## config.mk

```make
export PLATFORM = sky130hd
export DESIGN_NAME = ocs_clock_sel
export DESIGN_NICKNAME = d
export VERILOG_FILES = /design/src/ocs_tick_div.v /design/src/ocs_clock_sel.v
export VERILOG_INCLUDE_DIRS = /design/src
export SDC_FILE = /design/constraint.sdc
export NUM_CORES = 1
export LEC_CHECK = 0
export ABC_AREA = 1
export BUFFER_PORTS_ARGS = -buffer_cell sky130_fd_sc_hd__buf_2
export CAP_MARGIN = 20
export CORE_ASPECT_RATIO = 1.2
export CORE_MARGIN = 5
export CORE_UTILIZATION = 35
export CTS_CLUSTER_SIZE = 20
export DETAILED_ROUTE_END_ITERATION = 12
export SYNTH_ARGS = -nofsm -noshare
export SYNTH_HDL_FRONTEND = slang
export SYNTH_SLANG_ARGS = --single-unit
```

## constraint.sdc

```tcl
create_clock -name clk -period 3.23 [get_ports clk]
set_clock_uncertainty 0.15 [all_clocks]
set_input_delay 0.646 -clock clk [delete_from_list [all_inputs] [get_ports clk]]
set_output_delay 0.646 -clock clk [all_outputs]
set_load 0.02 [all_outputs]
```

## src/ocs_clock_sel_regs.vh

```
`ifndef OCS_CLOCK_SEL_REGS_VH
`define OCS_CLOCK_SEL_REGS_VH

////////////////////////////////////////////////////////////////////////////////
// register byte offsets
`define OCS_ADDR_W 12
`define OCS_OFS_CONTROL 12'h000
`define OCS_OFS_TUNING 12'h004
`define OCS_OFS_FEATURE 12'h008
`define OCS_OFS_STATUS 12'h00c

////////////////////////////////////////////////////////////////////////////////
// field positions
`define OCS_CTL_IFS_HI 6
`define OCS_CTL_IFS_LO 4
`define OCS_TUN_SRC_BIT 7
`define OCS_TUN_VAL_HI 4
`define OCS_TUN_VAL_LO 0
`define OCS_FEAT_W 4
`define OCS_FEAT_PWRT 0
`define OCS_FEAT_FSCM 1
`define OCS_FEAT_WDT 2
`define OCS_FEAT_TWOSPD 3

////////////////////////////////////////////////////////////////////////////////
// reset values
`define OCS_RST_IFS 3'h6
`define OCS_RST_TUNE 5'h00
`define OCS_RST_SRC 1'h0
`define OCS_RST_FEAT 4'h0

////////////////////////////////////////////////////////////////////////////////
// oscillator mode codes
`define OCS_MODE_XT 4'h0
`define OCS_MODE_CRYSTAL_LOW_MULT_MODE 4'h1
`define OCS_MODE_HS 4'h2
`define OCS_MODE_CRYSTAL_HIGH_MULT_MODE 4'h3
`define OCS_MODE_EC 4'h4
`define OCS_MODE_EXTERNAL_CLOCK_PIN_IO_MODE 4'h5
`define OCS_MODE_EXTERNAL_CLOCK_MULT_MODE 4'h6
`define OCS_MODE_EXTERNAL_CLOCK_MULT_PIN_MODE 4'h7
`define OCS_MODE_INTERNAL_USB_HIGH_CRYSTAL_MODE 4'h8
`define OCS_MODE_INTERNAL_USB_LOW_CRYSTAL_MODE 4'h9
`define OCS_MODE_INTERNAL_PIN_IO_MODE 4'ha
`define OCS_MODE_INTERNAL_CLOCKOUT_MODE 4'hb

////////////////////////////////////////////////////////////////////////////////
// internal frequency select codes
`define OCS_IFS_SLOW 3'h0
`define OCS_IFS_FAST 3'h7

////////////////////////////////////////////////////////////////////////////////
// divider ratios
`define OCS_DIV_W 9
`define OCS_DIV_LOWSRC 9'h100
`define OCS_DIV_CLKOUT_HALF 9'h002
`define OCS_TUNE_MAX 5'h0f
`define OCS_TUNE_MIN 5'h10

////////////////////////////////////////////////////////////////////////////////
// timing
`define OCS_CLK_HZ 10000000
`define OCS_FAST_SETTLE_US 1000
`define OCS_TUNE_SPAN 32
`define OCS_SLOW_SETTLE_TICKS 8

`endif

```

## src/ocs_tick_div.v

```verilog
`include "ocs_clock_sel_regs.vh"

// divides a tick stream by a run-time ratio; output period stays uniform
module ocs_tick_div #(
	parameter W = `OCS_DIV_W
) (
	input wire clk,
	input wire arst_n,
	input wire tickIn,
	input wire [W-1:0] divisor,
	output reg tickOut
);

	reg [W-1:0] count_ff;
	wire [W-1:0] lastCount;

	assign lastCount = (divisor == {W{1'b0}}) ? {W{1'b0}} : divisor - {{(W-1){1'b0}}, 1'b1};

	always @(posedge clk or negedge arst_n) begin
		if (!arst_n) begin
			count_ff <= {W{1'b0}};
			tickOut <= 1'b0;
		end else begin
			tickOut <= 1'b0;
			if (tickIn) begin
				if (count_ff >= lastCount) begin
					count_ff <= {W{1'b0}};
					tickOut <= 1'b1;
				end else begin
					count_ff <= count_ff + {{(W-1){1'b0}}, 1'b1};
				end
			end
		end
	end

endmodule // ocs_tick_div

```

## src/ocs_clock_sel.v

```verilog
// Local design decisions: the APB slave port and the register offsets.
`include "ocs_clock_sel_regs.vh"

// Summary of operation
// - crystal modes without multiplier: cpu clock is oscillator divided 1, 2, 3 or 4
// - plain and multiplier external-clock modes drive output pin with cpu clock/4
// - the two external-clock io modes turn output pin into port a bit 6
// - external-clock modes request no oscillator start-up delay
// - crystal cpu postscaler also serves plain and io external-clock modes
// - multiplier enabled only in four multiplier modes, 4 MHz in to 96 MHz
// - multiplier input prescaler, eight ratios up to twelve, feeds 4 MHz; fixed at 1 in crystal low mult mode
// - cpu from multiplier: 96 MHz divided by 2, 3, 4 or 6
// - fast internal oscillator 8 MHz can directly clock the device
// - fast oscillator postscaler gives device clocks from 31 kHz to 4 MHz
// - fast oscillator runs when selected frequency is 125 kHz to 8 MHz, or when source bit is set
// - slow oscillator runs when chosen or any of four special features enabled
// - internal frequency select picks fast direct, slow direct or postscaled fast
// - internal cpu clock: usb clock taken from mode's external oscillator source
// - two internal crystal modes run oscillator in high or low crystal drive
// - internal clock-out mode: usb from external clock, pin drives cpu/4
// - internal io mode: usb from external clock, pin is port io
// - after tuning write slow settles within 8 ticks, fast within 1 ms
// - execution continues during tuning shift, no completion flag
// - tuning uses constant step per code across the range
// - low-frequency source bit picks which oscillator gives 31 kHz option
// - source bit set: fast oscillator/256; clear: slow oscillator directly
// - tuning field two's complement: 00000 centre, 01111 max, 10000 min
// - mode, prescale and postscale settings taken from straps once after reset, fixed until next reset
module ocs_clock_sel #(
	parameter CLK_HZ = `OCS_CLK_HZ,
	parameter FAST_SETTLE_US = `OCS_FAST_SETTLE_US
) (
	input wire clk,
	input wire arst_n,
	input wire psel,
	input wire penable,
	input wire pwrite,
	input wire [`OCS_ADDR_W-1:0] paddr,
	input wire [31:0] pwdata,
	output reg [31:0] prdata,
	output reg pready,
	output reg pslverr,
	input wire [3:0] oscModeSelStrap,
	input wire [1:0] cpuPostscaleSelStrap,
	input wire [2:0] multPrescaleSelStrap,
	input wire oscInTick,
	input wire multRefTick,
	input wire fastOscTick,
	input wire slowOscTick,
	input wire portBit6Out,
	input wire portBit6OutEn,
	input wire oscOutPinI,
	output reg oscOutPinO,
	output reg oscOutPinOe,
	output reg portBit6In,
	output reg cpuClkTick,
	output reg usbSrcTick,
	output reg multEnable,
	output reg multInTick,
	output reg fastOscEnable,
	output reg slowOscEnable,
	output reg oscAmpEnable,
	output reg oscHighDrive,
	output reg startupDelayEn,
	output reg [4:0] fastTrim,
	output reg [4:0] slowTrim
);

	////////////////////////////////////////////////////////////////////////////
	// derived timing
	localparam integer FAST_SETTLE_CYC = (CLK_HZ / 1000000) * FAST_SETTLE_US;
	localparam integer STEP_CYC_RAW = FAST_SETTLE_CYC / `OCS_TUNE_SPAN;
	localparam integer STEP_CYC = (STEP_CYC_RAW < 1) ? 1 : STEP_CYC_RAW;
	localparam [31:0] STEP_LAST_FULL = STEP_CYC - 1;
	localparam [15:0] STEP_LAST = STEP_LAST_FULL[15:0];

	////////////////////////////////////////////////////////////////////////////
	// decode functions
	function isMultMode;
		input [3:0] m;
		begin
			isMultMode = (m == `OCS_MODE_CRYSTAL_LOW_MULT_MODE) || (m == `OCS_MODE_CRYSTAL_HIGH_MULT_MODE) ||
				(m == `OCS_MODE_EXTERNAL_CLOCK_MULT_MODE) || (m == `OCS_MODE_EXTERNAL_CLOCK_MULT_PIN_MODE);
		end
	endfunction

	function isIntMode;
		input [3:0] m;
		begin
			isIntMode = (m == `OCS_MODE_INTERNAL_USB_HIGH_CRYSTAL_MODE) || (m == `OCS_MODE_INTERNAL_USB_LOW_CRYSTAL_MODE) ||
				(m == `OCS_MODE_INTERNAL_PIN_IO_MODE) || (m == `OCS_MODE_INTERNAL_CLOCKOUT_MODE);
		end
	endfunction

	function isExtClkMode;
		input [3:0] m;
		begin
			isExtClkMode = (m == `OCS_MODE_EC) || (m == `OCS_MODE_EXTERNAL_CLOCK_PIN_IO_MODE) ||
				(m == `OCS_MODE_EXTERNAL_CLOCK_MULT_MODE) || (m == `OCS_MODE_EXTERNAL_CLOCK_MULT_PIN_MODE) ||
				(m == `OCS_MODE_INTERNAL_PIN_IO_MODE) || (m == `OCS_MODE_INTERNAL_CLOCKOUT_MODE);
		end
	endfunction

	function isPinIoMode;
		input [3:0] m;
		begin
			isPinIoMode = (m == `OCS_MODE_EXTERNAL_CLOCK_PIN_IO_MODE) || (m == `OCS_MODE_EXTERNAL_CLOCK_MULT_PIN_MODE) ||
				(m == `OCS_MODE_INTERNAL_PIN_IO_MODE);
		end
	endfunction

	function isClkOutMode;
		input [3:0] m;
		begin
			isClkOutMode = (m == `OCS_MODE_EC) || (m == `OCS_MODE_EXTERNAL_CLOCK_MULT_MODE) ||
				(m == `OCS_MODE_INTERNAL_CLOCKOUT_MODE);
		end
	endfunction

	function isHighDriveMode;
		input [3:0] m;
		begin
			isHighDriveMode = (m == `OCS_MODE_HS) || (m == `OCS_MODE_CRYSTAL_HIGH_MULT_MODE) ||
				(m == `OCS_MODE_INTERNAL_USB_HIGH_CRYSTAL_MODE);
		end
	endfunction

	// internal frequency select to fast-oscillator divide ratio
	function [`OCS_DIV_W-1:0] intDivisor;
		input [2:0] sel;
		begin
			case (sel)
				3'h7: intDivisor = 9'h001;
				3'h6: intDivisor = 9'h002;
				3'h5: intDivisor = 9'h004;
				3'h4: intDivisor = 9'h008;
				3'h3: intDivisor = 9'h010;
				3'h2: intDivisor = 9'h020;
				3'h1: intDivisor = 9'h040;
				default: intDivisor = `OCS_DIV_LOWSRC;
			endcase
		end
	endfunction

	////////////////////////////////////////////////////////////////////////////
	// configuration caught once after reset release
	reg cfgLoaded_ff;
	reg [3:0] mode_ff;
	reg [1:0] cpuSel_ff;
	reg [2:0] preSel_ff;

	always @(posedge clk or negedge arst_n) begin
		if (!arst_n) begin
			cfgLoaded_ff <= 1'b0;
			mode_ff <= `OCS_MODE_XT;
			cpuSel_ff <= 2'h0;
			preSel_ff <= 3'h0;
		end else if (!cfgLoaded_ff) begin
			cfgLoaded_ff <= 1'b1;
			mode_ff <= oscModeSelStrap;
			cpuSel_ff <= cpuPostscaleSelStrap;
			preSel_ff <= multPrescaleSelStrap;
		end
	end

	////////////////////////////////////////////////////////////////////////////
	// software registers
	reg [2:0] intFreqSel_ff;
	reg lowSrcSel_ff;
	reg [4:0] tuneVal_ff;
	reg [`OCS_FEAT_W-1:0] feat_ff;
	reg [31:0] nxt_rdata;
	reg nxt_err;
	wire access;
	wire wrDone;

	assign access = psel && penable && !pready;
	assign wrDone = psel && penable && pready && pwrite && !pslverr;

	always @* begin
		nxt_rdata = 32'h00000000;
		nxt_err = 1'b0;
		case (paddr)
			`OCS_OFS_CONTROL: nxt_rdata[`OCS_CTL_IFS_HI:`OCS_CTL_IFS_LO] = intFreqSel_ff;
			`OCS_OFS_TUNING: begin
				nxt_rdata[`OCS_TUN_SRC_BIT] = lowSrcSel_ff;
				nxt_rdata[`OCS_TUN_VAL_HI:`OCS_TUN_VAL_LO] = tuneVal_ff;
			end
			`OCS_OFS_FEATURE: nxt_rdata[`OCS_FEAT_W-1:0] = feat_ff;
			`OCS_OFS_STATUS: nxt_rdata[12:0] = {multEnable, fastOscEnable, slowOscEnable,
				startupDelayEn, mode_ff, cpuSel_ff, preSel_ff};
			default: nxt_err = 1'b1;
		endcase
	end

	always @(posedge clk or negedge arst_n) begin
		if (!arst_n) begin
			prdata <= 32'h00000000;
			pready <= 1'b0;
			pslverr <= 1'b0;
		end else begin
			pready <= access;
			pslverr <= access && nxt_err;
			if (access && !pwrite) begin
				prdata <= nxt_rdata;
			end
		end
	end

	always @(posedge clk or negedge arst_n) begin
		if (!arst_n) begin
			intFreqSel_ff <= `OCS_RST_IFS;
			lowSrcSel_ff <= `OCS_RST_SRC;
			tuneVal_ff <= `OCS_RST_TUNE;
			feat_ff <= `OCS_RST_FEAT;
		end else if (wrDone) begin
			case (paddr)
				`OCS_OFS_CONTROL: intFreqSel_ff <= pwdata[`OCS_CTL_IFS_HI:`OCS_CTL_IFS_LO];
				`OCS_OFS_TUNING: begin
					lowSrcSel_ff <= pwdata[`OCS_TUN_SRC_BIT];
					tuneVal_ff <= pwdata[`OCS_TUN_VAL_HI:`OCS_TUN_VAL_LO];
				end
				`OCS_OFS_FEATURE: feat_ff <= pwdata[`OCS_FEAT_W-1:0];
				default: feat_ff <= feat_ff;
			endcase
		end
	end

	////////////////////////////////////////////////////////////////////////////
	// dividers
	reg [`OCS_DIV_W-1:0] preDiv;
	reg [`OCS_DIV_W-1:0] multPostDiv;
	reg [`OCS_DIV_W-1:0] intDiv;
	wire [`OCS_DIV_W-1:0] primPostDiv;
	wire preTick;
	wire primPostTick;
	wire multPostTick;
	wire intPostTick;
	wire halfOutTick;

	assign primPostDiv = {7'h00, cpuSel_ff} + 9'h001;

	always @* begin
		case (preSel_ff)
			3'h0: preDiv = 9'h001;
			3'h1: preDiv = 9'h002;
			3'h2: preDiv = 9'h003;
			3'h3: preDiv = 9'h004;
			3'h4: preDiv = 9'h005;
			3'h5: preDiv = 9'h006;
			3'h6: preDiv = 9'h00a;
			default: preDiv = 9'h00c;
		endcase
		if (mode_ff == `OCS_MODE_CRYSTAL_LOW_MULT_MODE) begin
			preDiv = 9'h001;
		end
		case (cpuSel_ff)
			2'h0: multPostDiv = 9'h002;
			2'h1: multPostDiv = 9'h003;
			2'h2: multPostDiv = 9'h004;
			default: multPostDiv = 9'h006;
		endcase
		intDiv = intDivisor(intFreqSel_ff);
	end

	ocs_tick_div u_preDiv (
		.clk(clk),
		.arst_n(arst_n),
		.tickIn(oscInTick),
		.divisor(preDiv),
		.tickOut(preTick)
	);

	ocs_tick_div u_primPost (
		.clk(clk),
		.arst_n(arst_n),
		.tickIn(oscInTick),
		.divisor(primPostDiv),
		.tickOut(primPostTick)
	);

	ocs_tick_div u_multPost (
		.clk(clk),
		.arst_n(arst_n),
		.tickIn(multRefTick),
		.divisor(multPostDiv),
		.tickOut(multPostTick)
	);

	ocs_tick_div u_intPost (
		.clk(clk),
		.arst_n(arst_n),
		.tickIn(fastOscTick),
		.divisor(intDiv),
		.tickOut(intPostTick)
	);

	ocs_tick_div u_clkOut (
		.clk(clk),
		.arst_n(arst_n),
		.tickIn(cpuClkTick),
		.divisor(`OCS_DIV_CLKOUT_HALF),
		.tickOut(halfOutTick)
	);

	////////////////////////////////////////////////////////////////////////////
	// clock selection
	reg nxt_cpuTick;
	reg nxt_usbTick;
	reg nxt_intTick;
	reg clkOutLevel_ff;

	always @* begin
		if (intFreqSel_ff == `OCS_IFS_FAST) begin
			nxt_intTick = fastOscTick;
		end else if (intFreqSel_ff == `OCS_IFS_SLOW) begin
			nxt_intTick = lowSrcSel_ff ? intPostTick : slowOscTick;
		end else begin
			nxt_intTick = intPostTick;
		end
		if (isIntMode(mode_ff)) begin
			nxt_cpuTick = nxt_intTick;
		end else if (isMultMode(mode_ff)) begin
			nxt_cpuTick = multPostTick;
		end else begin
			nxt_cpuTick = primPostTick;
		end
		// usb path always from primary chain, multiplied where enabled
		nxt_usbTick = isMultMode(mode_ff) ? multRefTick : oscInTick;
	end

	always @(posedge clk or negedge arst_n) begin
		if (!arst_n) begin
			cpuClkTick <= 1'b0;
			usbSrcTick <= 1'b0;
			multInTick <= 1'b0;
			clkOutLevel_ff <= 1'b0;
		end else begin
			cpuClkTick <= cfgLoaded_ff && nxt_cpuTick;
			usbSrcTick <= cfgLoaded_ff && nxt_usbTick;
			multInTick <= isMultMode(mode_ff) && preTick;
			if (halfOutTick) begin
				clkOutLevel_ff <= !clkOutLevel_ff;
			end
		end
	end

	////////////////////////////////////////////////////////////////////////////
	// enables and oscillator pin
	wire slowChosen;

	assign slowChosen = isIntMode(mode_ff) && (intFreqSel_ff == `OCS_IFS_SLOW) && !lowSrcSel_ff;

	always @(posedge clk or negedge arst_n) begin
		if (!arst_n) begin
			multEnable <= 1'b0;
			fastOscEnable <= 1'b0;
			slowOscEnable <= 1'b0;
			oscAmpEnable <= 1'b0;
			oscHighDrive <= 1'b0;
			startupDelayEn <= 1'b0;
			oscOutPinO <= 1'b0;
			oscOutPinOe <= 1'b0;
			portBit6In <= 1'b0;
		end else begin
			multEnable <= cfgLoaded_ff && isMultMode(mode_ff);
			// fast core also needed when it feeds the low-frequency option
			fastOscEnable <= (intFreqSel_ff != `OCS_IFS_SLOW) || lowSrcSel_ff;
			slowOscEnable <= slowChosen || (feat_ff != `OCS_RST_FEAT);
			oscAmpEnable <= cfgLoaded_ff && !isExtClkMode(mode_ff);
			oscHighDrive <= isHighDriveMode(mode_ff);
			startupDelayEn <= cfgLoaded_ff && !isExtClkMode(mode_ff);
			portBit6In <= isPinIoMode(mode_ff) ? oscOutPinI : 1'b0;
			if (isPinIoMode(mode_ff)) begin
				oscOutPinO <= portBit6Out;
				oscOutPinOe <= portBit6OutEn;
			end else if (isClkOutMode(mode_ff)) begin
				oscOutPinO <= clkOutLevel_ff;
				oscOutPinOe <= cfgLoaded_ff;
			end else begin
				oscOutPinO <= 1'b0;
				oscOutPinOe <= 1'b0;
			end
		end
	end

	////////////////////////////////////////////////////////////////////////////
	// tuning slew; runs in background and raises no flag
	reg [15:0] stepCnt_ff;
	reg [3:0] slowCnt_ff;
	wire stepNow;
	wire fastUp;

	assign stepNow = (stepCnt_ff == STEP_LAST);
	assign fastUp = $signed(tuneVal_ff) > $signed(fastTrim);

	always @(posedge clk or negedge arst_n) begin
		if (!arst_n) begin
			stepCnt_ff <= 16'h0000;
			slowCnt_ff <= 4'h0;
			fastTrim <= `OCS_RST_TUNE;
			slowTrim <= `OCS_RST_TUNE;
		end else begin
			stepCnt_ff <= stepNow ? 16'h0000 : stepCnt_ff + 16'h0001;
			if (stepNow && (fastTrim != tuneVal_ff)) begin
				// one code per step: 31 steps fit in the settle time
				fastTrim <= fastUp ? fastTrim + 5'h01 : fastTrim - 5'h01;
			end
			if (wrDone && (paddr == `OCS_OFS_TUNING)) begin
				slowCnt_ff <= 4'h0;
			end else if (slowOscTick && (slowCnt_ff != `OCS_SLOW_SETTLE_TICKS)) begin
				slowCnt_ff <= slowCnt_ff + 4'h1;
				if (slowCnt_ff == `OCS_SLOW_SETTLE_TICKS - 1) begin
					slowTrim <= tuneVal_ff;
				end
			end
		end
	end

endmodule // ocs_clock_sel

```

# After elaboration in Yosys (flattened, before gate mapping)
# Cells that the tools add are included.
# totals
register_bits	130
wordCells	193
# op_classes
eq_ne	33
n_reduce_logical	58
addsub	14
n_bitwise	1
order_cmp	6
muxes	44
# ops
operator	n
$mux 9	10
$pmux 9 s7	1
$add 9x1->9 const B	5
$ge 9x9->1	4
$logic_not 9->1	4
$pmux 4 s7	1
$eq 12x4->1 const B	2
$mux 1	22
$eq 3x3->1 const B	7
$eq 4x3->1 const B	5
$logic_or 1x1->1	19
$sub 9x1->9 const B	2
$logic_and 1x1->1	17
$add 16x1->16 const B	1
$eq 16x9->1 const B	1
$eq 4x4->1 const B	4
$mux 16	1
$eq 12x3->1 const B	1
$eq 3x2->1 const B	4
$logic_not 12->1	1
$pmux 4 s3	1
$mux 5	2
$ge 9x1->1 const B	1
$pmux 3 s3	1
other kinds (27)	39

# Depth between registers and ports, before layout
# Gate-level depths: netlist of the first run.
# logic_depth
ltp_word	8
mapped_depth	19
ltp_nobuf	19

# Hierarchy
# A second synthesis of the first run with hierarchy kept.
# hier_totals
hier_cells	1185
hier_area_um2	9024.9
# by_module_without_submodules
mod	seq_area_each_um2	area_per_inst_um2	instances	cells_per_inst
ocs_clock_sel	2004.4	4420.5	1	526
ocs_tick_div at u_clkOut ...	250.2	925.9	4	133
ocs_tick_div at u_primPost	250.2	900.9	1	127

# Worst setup path before layout of the first run
# No wires, ideal clock.
# synth_timing
path_type	register to register
from	register fastTrim[4]
to	register fastTrim[4]
path_stages_with_launch	19
n_path_buf	0
arrival_time_ns	2.357
period_less_slack_ns	2.625
path_slack_ns	0.605
cell_sequence	dfrtp_1 -> inv_1 -> ha_1 -> nand2_1 -> nor2_1 -> nand2_1 -> nand3_1 -> nand2_1 -> nand2_1 -> nand2_1 -> fa_1 -> nand2_1 -> nand2_1 -> a21oi_1 -> nand3_1 -> nand2_1 -> nand2_1 -> nand2_1 -> nand2_1
# synth_between
elab_chain_cells	2
# synth_rtl
element	line	text
start, declared	ocs_clock_sel.v:65	output reg [4:0] fastTrim,
start signal, assigned	ocs_clock_sel.v:401	fastTrim <= `OCS_RST_TUNE;
start signal, assigned	ocs_clock_sel.v:407	fastTrim <= fastUp ? fastTrim + 5'h01 : fastTrim - 5'h01;
$sub 5x1->5 (tied with other cells)	ocs_clock_sel.v:407	
$mux 5 or $logic_and 1x1->1 (tied branches)	ocs_clock_sel.v:407, ocs_clock_sel.v:405	
# Several ways; a longest one is shown, not always the timed one.
# A chain may end at the register's enable or synchronous reset.

# Worst setup path after layout of the first run
# layout_timing
from	register mode_ff[2], in the netlist isIntMode.m[2]
to	register u_preDiv.count_ff[6]
# layout_between
elab_chain_cells	6
# layout_rtl
element	line	text
start, declared	ocs_clock_sel.v:148	reg [3:0] mode_ff;
start signal, assigned	ocs_clock_sel.v:155	mode_ff <= `OCS_MODE_XT;
start signal, assigned	ocs_clock_sel.v:160	mode_ff <= oscModeSelStrap;
$eq 4x1->1 (no source line) (*)	n/a	
$mux 9 (*)	ocs_clock_sel.v:254	if (mode_ff == `OCS_MODE_CRYSTAL_LOW_MULT_MODE) begin
$sub 9x1->9 or $logic_not 9->1 (tied branches)	ocs_tick_div.v:17	assign lastCount = (divisor == {W{1'b0}}) ? {W{1'b0}} : divisor - {{(W-1){1'b0}}, 1'b1};
$mux 9 (*)	ocs_tick_div.v:17	
$ge 9x9->1 (*)	ocs_tick_div.v:26	if (count_ff >= lastCount) begin
$mux 9 (*)	ocs_tick_div.v:26	
end signal, assigned	ocs_tick_div.v:21	count_ff <= {W{1'b0}};
end signal, assigned	ocs_tick_div.v:27	count_ff <= {W{1'b0}};
end signal, assigned	ocs_tick_div.v:30	count_ff <= count_ff + {{(W-1){1'b0}}, 1'b1};
end, declared	ocs_tick_div.v:14	reg [W-1:0] count_ff;
# Every way passes the cells marked *; elsewhere a longest branch is shown, timed or not.

==> results.txt, run 1 <==
----------------------------------------------------
[Routing]
  Total vias in the final route ... 5,507
  Final routed wirelength across all metal layers ... around 15,000 µm
  Detailed-route wire length per cell ... 12.4 µm
  Vias per Instance ... around 4.5
  Count of routing violations after the opening detailed-route iteration ... between 200 and 300
  Total iterations of the first detailed-routing run ... 4
  Count of antenna-violating nets left after detailed routing ... 0
  DRC violation count after routing ... 0

[Setup path]
  Worst flop-to-flop path endpoint ... u_preDiv.count_ff[6]
  Reg2reg start ... isIntMode.m[2]
  R2r worst-path depth ... 17
  Worst setup path startpoint ... isIntMode.m[2]
  Critical path data required time ... 3.41 ns
  Max incr delay on CP ... 0.41 ns
  Endpoint type of the worst setup path ... flop
  Type of the setup path with the least slack ... flop to flop
  Number of cells on the critical path ... 17
  Largest driver fanout on the critical path ... 7
  R2R Setup Slk ... around 0.4 ns
  Most common cell on crit path ... nand2_1
  Element type at the critical path start ... flop
  Family with the most delay on the worst path ... simple AND/OR/NAND/NOR gates
  Buf/Inv on CP ... 2
  Critical Path Slowest Stage Cell ... dfrtp_1
  Endpoint arrival time on the critical path ... just over 3 ns
  Worst setup endpoint ... u_preDiv.count_ff[6]
  Critical path, cell by cell ... nor2_1 > nand2_1 > nor2_1 > inv_1 > nand3_1 > nand2_1 > ha_1 > nand3_1 > nand3_1 > ha_1 > a21oi_1 > o21ai_0 > nand2_1 > nand4_1 > nand2_1 > inv_2 > nor2_1

[Clock tree]
  Buffer cell driving the clock tree root ... clkbuf_16
  Postcts setup bufs ... 0
  # resized after CTS ... 0
  H-Tree Depth ... 4
  CTS clk-pin slew, worst paths ... approximately 0.060 ns
  TritonCTS clock tree ... built
  TritonCTS Buffers ... 17
  Clock latency on the worst-skew pair ... 0.41 ns
  Max clock buf depth ... 2
  Clock sink count ... 130
  CTS Hold Buffers Added ... 0

[Floorplan]
  Initial Utilization ... 0.354
  Core region area ... 20,100 µm²
  Die extent in y ... 166 µm
  Number of primary I/O pins ... between 100 and 150
  # rows ... 57
  Chip Width ... 140 µm
  Area enclosed by the die boundary ... 23,300 µm²

[Placement]
  Quantity of I/O buffers inserted on ports ... 77
  Placed Area ... 7770 µm²
  Place WS ... 0.284 ns
  DP Cell Count ... 1,190
  Detailed placement HPWL ... approximately 12,000 µm
  Last weighted congestion value of the routability-driven placer ... a little over 0.8

[Yosys]
  Main combinational cell family by area after synthesis ... simple AND/OR/NAND/NOR gates
  Adder-cell area share of the yosys netlist ... 0.0924
  Top flip-flop cell by instance count after synthesis ... dfrtp_1
  Synthesized netlist cell count ... 850
  Synth unique cells ... 49
  Average instance area after synthesis ... 8.38 µm²
  Fraction of synthesis flops using an asynchronous set or reset pin ... 1.00
  Multiplexer share of the synthesized area ... 0
  Post-synth EDFFs ... 0
  Count of synthesis-stage warnings from yosys ... 0
  Area fraction in and, or, nand and nor cells after synthesis ... 0.271
  XOR/XNOR share of the synthesized area ... 0.0221
  Flip-flop and latch count after synthesis ... 130
  Compound-cell area share of the yosys netlist ... 0.0659
  Portion of the post-synthesis area used by sequential elements ... 0.457
  Total standard cell area after synthesis ... approximately 7100 µm²

[Global route]
  Combined global-route utilization of all metal layers ... 0.136
  Pin count of the biggest net entering global routing ... about 60
  Number of antenna violations at the first check in global routing ... 0
  Via count of the first global-routing pass ... 5,368
  Total gr overflow ... 0
  Wire length of the first global-routing pass ... 25,800 µm

[Hold path]
  Worst min-delay path class ... primary input to asynchronous set/reset pin

[STA]
  Final Hold Vio Count ... 0
  RSZ-0062 raised after global routing ... no
  Setup TNS Final ... 0 ns
  Tcrit/Tclk final ... 0.879
  Pin slew with the least headroom to its limit ... 0.759 ns
  Number of failing setup endpoints in the final timing report ... 0
  Slew Limit Headroom ... 0.490
  Highest clock rate ... 0.352 GHz
  Final critical delay including setup and external delays ... 2.84 ns
  Max-slew violations ... 0
  Post-route worst setup slack ... between 0.3 and 0.4 ns

[Pwr]
  Static Leakage ... 4.48 nW
  Pwr per Cell Area ... roughly 590 nW/µm²
  Largest voltage drop on the vdd net ... 0.435 mV

[Layout]
  Fraction of layout cells with a size suffix above 1 ... 0.177
  Final core utilization ... 0.418
  Antenna diode count ... 0
  Post-route cell area ... 8400 µm²
  Final-stage net count ... 1,061
  Non-filler cells, final ... 1,222
  Layout area overhead ... 17.9%

[Run status]
  Status ... completed

[Flow run]
  Max Cap Viol ... 0

----------------------------------------------------
==> per-layer routing <==
metal  up-vias  global-route usage  routed length [µm]
li1       2856                   -                   -
met1      2558               0.176                7080
met2        79               0.224                7410
met3        14              0.0337                 507
met4         0              0.0438                 217
met5         -                   0                   0
==> worst min path at each step <==
stage	from	endpoint	slack [ns]
after CTS	arst_n	u_intPost.count_ff[6]	0.03
after global routing	arst_n	u_intPost.count_ff[0]	0.05
after global placement	u_clkOut.tickOut	clkOutLevel_ff	0.27
after floorplan	arst_n	cfgLoaded_ff	0.20
final	arst_n	u_intPost.count_ff[6]	0.02
after detailed placement	u_clkOut.tickOut	clkOutLevel_ff	0.29
==> kinds of logic after synthesis <==
group,Yosys count
XOR/XNOR,18
adder cells (fa/ha/maj),52
buffers and inverters,145
AND/OR/NAND/NOR,418
flip-flops,130
AO/OA/AOI/OAI,85
other,2
==> state kept, by name (all words and copies together) (netlist names), 2 cells and up <==
signal,flops
cpuSel_ff,2
fastTrim,5
feat_ff,4
intDivisor.sel,3
isIntMode.m,4
prdata,13
preSel_ff,3
slowCnt_ff,4
slowTrim,5
stepCnt_ff,16
tuneVal_ff,5
u_clkOut.count_ff,9
u_intPost.count_ff,9
u_multPost.count_ff,9
u_preDiv.count_ff,9
u_primPost.count_ff,9
==> final cells by class <==
type,count,area [µm²]
sequential,130,3260
multi-input combinational,600,3320
tap,265,332
clock inverter,13,184
timing repair buffer,80,427
inverter,115,439
clock buffer,19,443
fill,2065,11700
==> cells in the mapped netlist, types with 4 or more instances <==
library cell / count / share of area
o21ai_0: 33 / 0.023
nor3_4: 4 / 0.0091
o21ai_2: 4 / 0.0049
nor2_2: 11 / 0.0097
xnor2_1: 5 / 0.0061
xor2_1: 13 / 0.016
nand2_2: 7 / 0.0061
clkbuf_1: 6 / 0.0032
a21oi_1: 25 / 0.018
nor4_1: 7 / 0.0061
inv_2: 9 / 0.0047
nor3_1: 9 / 0.0063
nor2_1: 87 / 0.046
nand4_1: 13 / 0.011
buf_4: 21 / 0.022
ha_1: 51 / 0.090
nand3_1: 44 / 0.031
nand2_4: 4 / 0.0063
inv_1: 100 / 0.053
dfrtp_1: 128 / 0.45
nand2_1: 212 / 0.11
o21ai_1: 12 / 0.0084
==> per-stage QoR <==
step | hold slack [ns] | total power, mW
after floorplan | 0.200 | 2.72
after global placement | 0.273 | 2.96
after detailed placement | 0.290 | 2.98
after CTS | 0.0295 | 5.05
after global routing | 0.0458 | 5.32
final | 0.0176 | 4.98
==> placed cells by master (no fill, tap or decap), drive strengths merged, types with 3 or more instances in the layout <==
cell type  netlist  layout
nand2          223     223
dfrtp          128     128
inv            112     113
nor2           101     101
buf             24      80
ha              51      51
o21ai           49      49
nand3           46      46
conb             2      27
a21oi           25      25
clkbuf           6      19
nor3            16      16
nand4           14      14
xor2            13      13
nor4             8       8
clkinv           3       8
xnor2            5       5
bufinv           0       4
nand3b           3       3
clkinvlp         0       3
or2              3       3
==> report_power, final <==
group          internal [mW]  switching (mW)  leakage, nW
clock                   1.31           0.725        0.299
sequential              1.82           0.181         1.72
combinational          0.366           0.577         2.46
total                   3.50            1.48         4.48
Note: power is estimated with default switching activity, not from simulation.
==> run 2: changes to the inputs <==
--- a/config.mk
+++ b/config.mk
@@ -12,8 +12,8 @@
 export CORE_ASPECT_RATIO = 1.2
 export CORE_MARGIN = 5
 export CORE_UTILIZATION = 35
-export CTS_CLUSTER_SIZE = 20
 export DETAILED_ROUTE_END_ITERATION = 12
+export SETUP_SLACK_MARGIN = 0.4
 export SYNTH_ARGS = -nofsm -noshare
 export SYNTH_HDL_FRONTEND = slang
 export SYNTH_SLANG_ARGS = --single-unit
==> run 2 against run 1 <==
Effect of this change:
- sequential power is essentially flat
- combinational power is 2.2% higher
- core utilization up 0.39 points
- die area unchanged
- largest cell class unchanged
==> results.txt, run 2 (synthesis results as in run 1) <==
----------------------------------------------------
[Run status]
  Status ... completed

[STA]
  RSZ-0062 raised after global routing ... no
  Slew Limit Headroom ... 0.491 (+0.000670)
  Highest clock rate ... 0.384 GHz (+9.0%)
  Post-route worst setup slack ... 0.626 ns (+0.235 ns)
  Number of failing setup endpoints in the final timing report ... 0 (unchanged)
  Max-slew violations ... 0 (unchanged)
  Final critical delay including setup and external delays ... 2.60 ns (-0.235 ns)
  Pin slew with the least headroom to its limit ... 0.758 ns (-0.000998 ns)
  Tcrit/Tclk final ... 0.806 (-0.0728)
  Final Hold Vio Count ... 0 (unchanged)
  Setup TNS Final ... 0 ns (unchanged)

[Global route]
  Via count of the first global-routing pass ... 5,370 (+0.037%)
  Number of antenna violations at the first check in global routing ... 0 (unchanged)
  Pin count of the biggest net entering global routing ... 61 (unchanged)
  Wire length of the first global-routing pass ... 25,900 µm (about the same)
  Total gr overflow ... 0 (unchanged)
  Combined global-route utilization of all metal layers ... 0.136 (about the same)

[Pwr]
  Pwr per Cell Area ... 591 nW/µm² (-0.41%)
  Total power after layout ... 5.01 mW (+0.53%)
  Static Leakage ... 4.50 nW (+0.45%)
  Largest voltage drop on the vdd net ... 0.439 mV (+0.82%)

[Setup path]
  Type of the setup path with the least slack ... flop to flop
  Reg2reg start ... tuneVal_ff[4]
  Buf/Inv on CP ... 0 (-2)
  Critical path data required time ... 3.38 ns (-0.03 ns)
  Family with the most delay on the worst path ... simple AND/OR/NAND/NOR gates
  R2R Setup Slk ... 0.63 ns (+0.24 ns)
  Critical Path Slowest Stage Cell ... dfrtp_2
  Endpoint type of the worst setup path ... flop
  R2r worst-path depth ... 17 (unchanged)
  Endpoint arrival time on the critical path ... 2.76 ns (-0.26 ns)
  Most common cell on crit path ... nand2_1
  Largest driver fanout on the critical path ... 4 (-3)
  Worst flop-to-flop path endpoint ... fastTrim[4]
  Max incr delay on CP ... 0.46 ns (+0.05 ns)
  Critical path, cell by cell ... ha_4 > nand2_1 > nor2_1 > nand2_1 > nand3_1 > nand2_1 > nand2_1 > nand2_2 > fa_2 > nand2_1 > nand2_1 > a21oi_2 > nand3_1 > nand2_1 > nand2_1 > nand2_1 > nand2_1
  Element type at the critical path start ... flop

[Routing]
  Total iterations of the first detailed-routing run ... 4 (unchanged)
  Count of antenna-violating nets left after detailed routing ... 0 (unchanged)
  Total vias in the final route ... 5,515 (+0.15%)
  Count of routing violations after the opening detailed-route iteration ... 271 (+5.0%)
  Final routed wirelength across all metal layers ... 15,300 µm (+0.46%)
  Detailed-route wire length per cell ... 12.5 µm (+0.21%)
  DRC violation count after routing ... 0 (unchanged)
  Vias per Instance ... 4.50 (about the same)

[Layout]
  Largest regs ... stepCnt_ff (16), prdata (13)
  Commonest non-fill, non-tap cells in the layout ... nand2_1 (211), dfrtp_1 (126), inv_1 (99)
  Final-stage net count ... 1,064 (+0.28%)
  Layout fillers ... 2,057 (-0.39%)
  Flip-flop count of the largest register, all copies and words added ... 16 (unchanged)
  Non-filler cells, final ... 1,225 (+0.25%)
  Most common cell after layout, fill and taps aside ... nand2_1
  Fraction of layout cells with a size suffix above 1 ... 0.192 (+0.0151)
  Top register by number of flip-flops ... stepCnt_ff
  Layout area overhead ... 19.0%
  Antenna diode count ... 0 (unchanged)

[Placement]
  DP Cell Count ... 1,190 (unchanged)
  Detailed placement HPWL ... 11,600 µm (unchanged)
  Last weighted congestion value of the routability-driven placer ... 0.831 (unchanged)
  Quantity of I/O buffers inserted on ports ... 77 (unchanged)
  Place WS ... 0.284 ns (unchanged)

[Hold path]
  Worst min-delay path class ... primary input to asynchronous set/reset pin

[Clock tree]
  TritonCTS Buffers ... 17 (unchanged)
  Max clock buf depth ... 2 (unchanged)
  CTS clk-pin slew, worst paths ... 0.06 ns (about the same)
  H-Tree Depth ... 4 (unchanged)
  Clock latency on the worst-skew pair ... 0.41 ns (about the same)
  TritonCTS clock tree ... built
  Clock sink count ... 130 (unchanged)
  Buffer cell driving the clock tree root ... clkbuf_16

[Floorplan]
  Core region area ... 20,100 µm² (unchanged)
  Die extent in y ... 166 µm (unchanged)
  # rows ... 57 (unchanged)
  Area enclosed by the die boundary ... 23,300 µm² (unchanged)
  Chip Width ... 140 µm (unchanged)
  Number of primary I/O pins ... 121 (unchanged)
  Initial Utilization ... 0.354 (unchanged)

[Flow run]
  Max Cap Viol ... 0 (unchanged)

----------------------------------------------------
run 2: per-stage QoR:
step | util | hold slack [ns] | area [µm²]
global route | 0.422 | 0.0458 | 8480
floorplan | - | 0.200 | 7220
finish | 0.422 | 0.0152 | 8480
CTS | 0.418 | 0.0295 | 8410
detailed placement | 0.386 | 0.290 | 7770
global placement | 0.386 | 0.273 | 7770
run 2: area by class of cell:
type | instances | area (µm²) | share of cell area
clock buffers | 19 | 443 | 0.0522
clock inverters | 13 | 184 | 0.0217
inverters | 115 | 439 | 0.0518
multi-input cells | 600 | 3370 | 0.398
flip-flops and latches | 130 | 3260 | 0.384
well taps | 265 | 332 | 0.0391
repair buffers | 83 | 449 | 0.0530
run 2: worst register-to-register path: cells and delay by family, from the launching register on:
family	cells	cell delay, ns
and+or+nand+nor	14	1.09
adders and majority gates	2	0.66
AOI/OAI and AO/OA	1	0.14
DFF	1	0.46
run 2: how the worst max path moves through the flow:
stage                   startpoint                    to  slack (ns)  depth (start not counted)
floorplan              fastTrim[4]           fastTrim[4]        0.61                         18
global placement    isIntMode.m[2]  u_preDiv.count_ff[7]        0.32                         17
detailed placement  isIntMode.m[2]  u_preDiv.count_ff[7]        0.28                         17
CTS                 isIntMode.m[2]  u_preDiv.count_ff[7]        0.41                         17
global route           fastTrim[4]           fastTrim[4]        0.40                         18
finish               tuneVal_ff[4]           fastTrim[4]        0.63                         17
run 2: timing repair:
action	CTS	global route
pin swaps	0	2
buffers inserted	0	3
gates resized for setup	3	10
setup endpoints to repair	7	11
hold buffers	0	0
run 2: power by group:
part	total [mW]	internal, mW	switching, mW
sequential	2.01	1.82	0.183
combinational	0.963	0.382	0.581
clock	2.04	1.31	0.728
run 2: metal layers:
metal  vias up  global-route usage  part of all wire
li1       2862                   -                 -
met1      2558               0.177              0.47
met2        79               0.224              0.48
met3        16              0.0337             0.034
met4         0              0.0438             0.016
met5         -                   0                 0
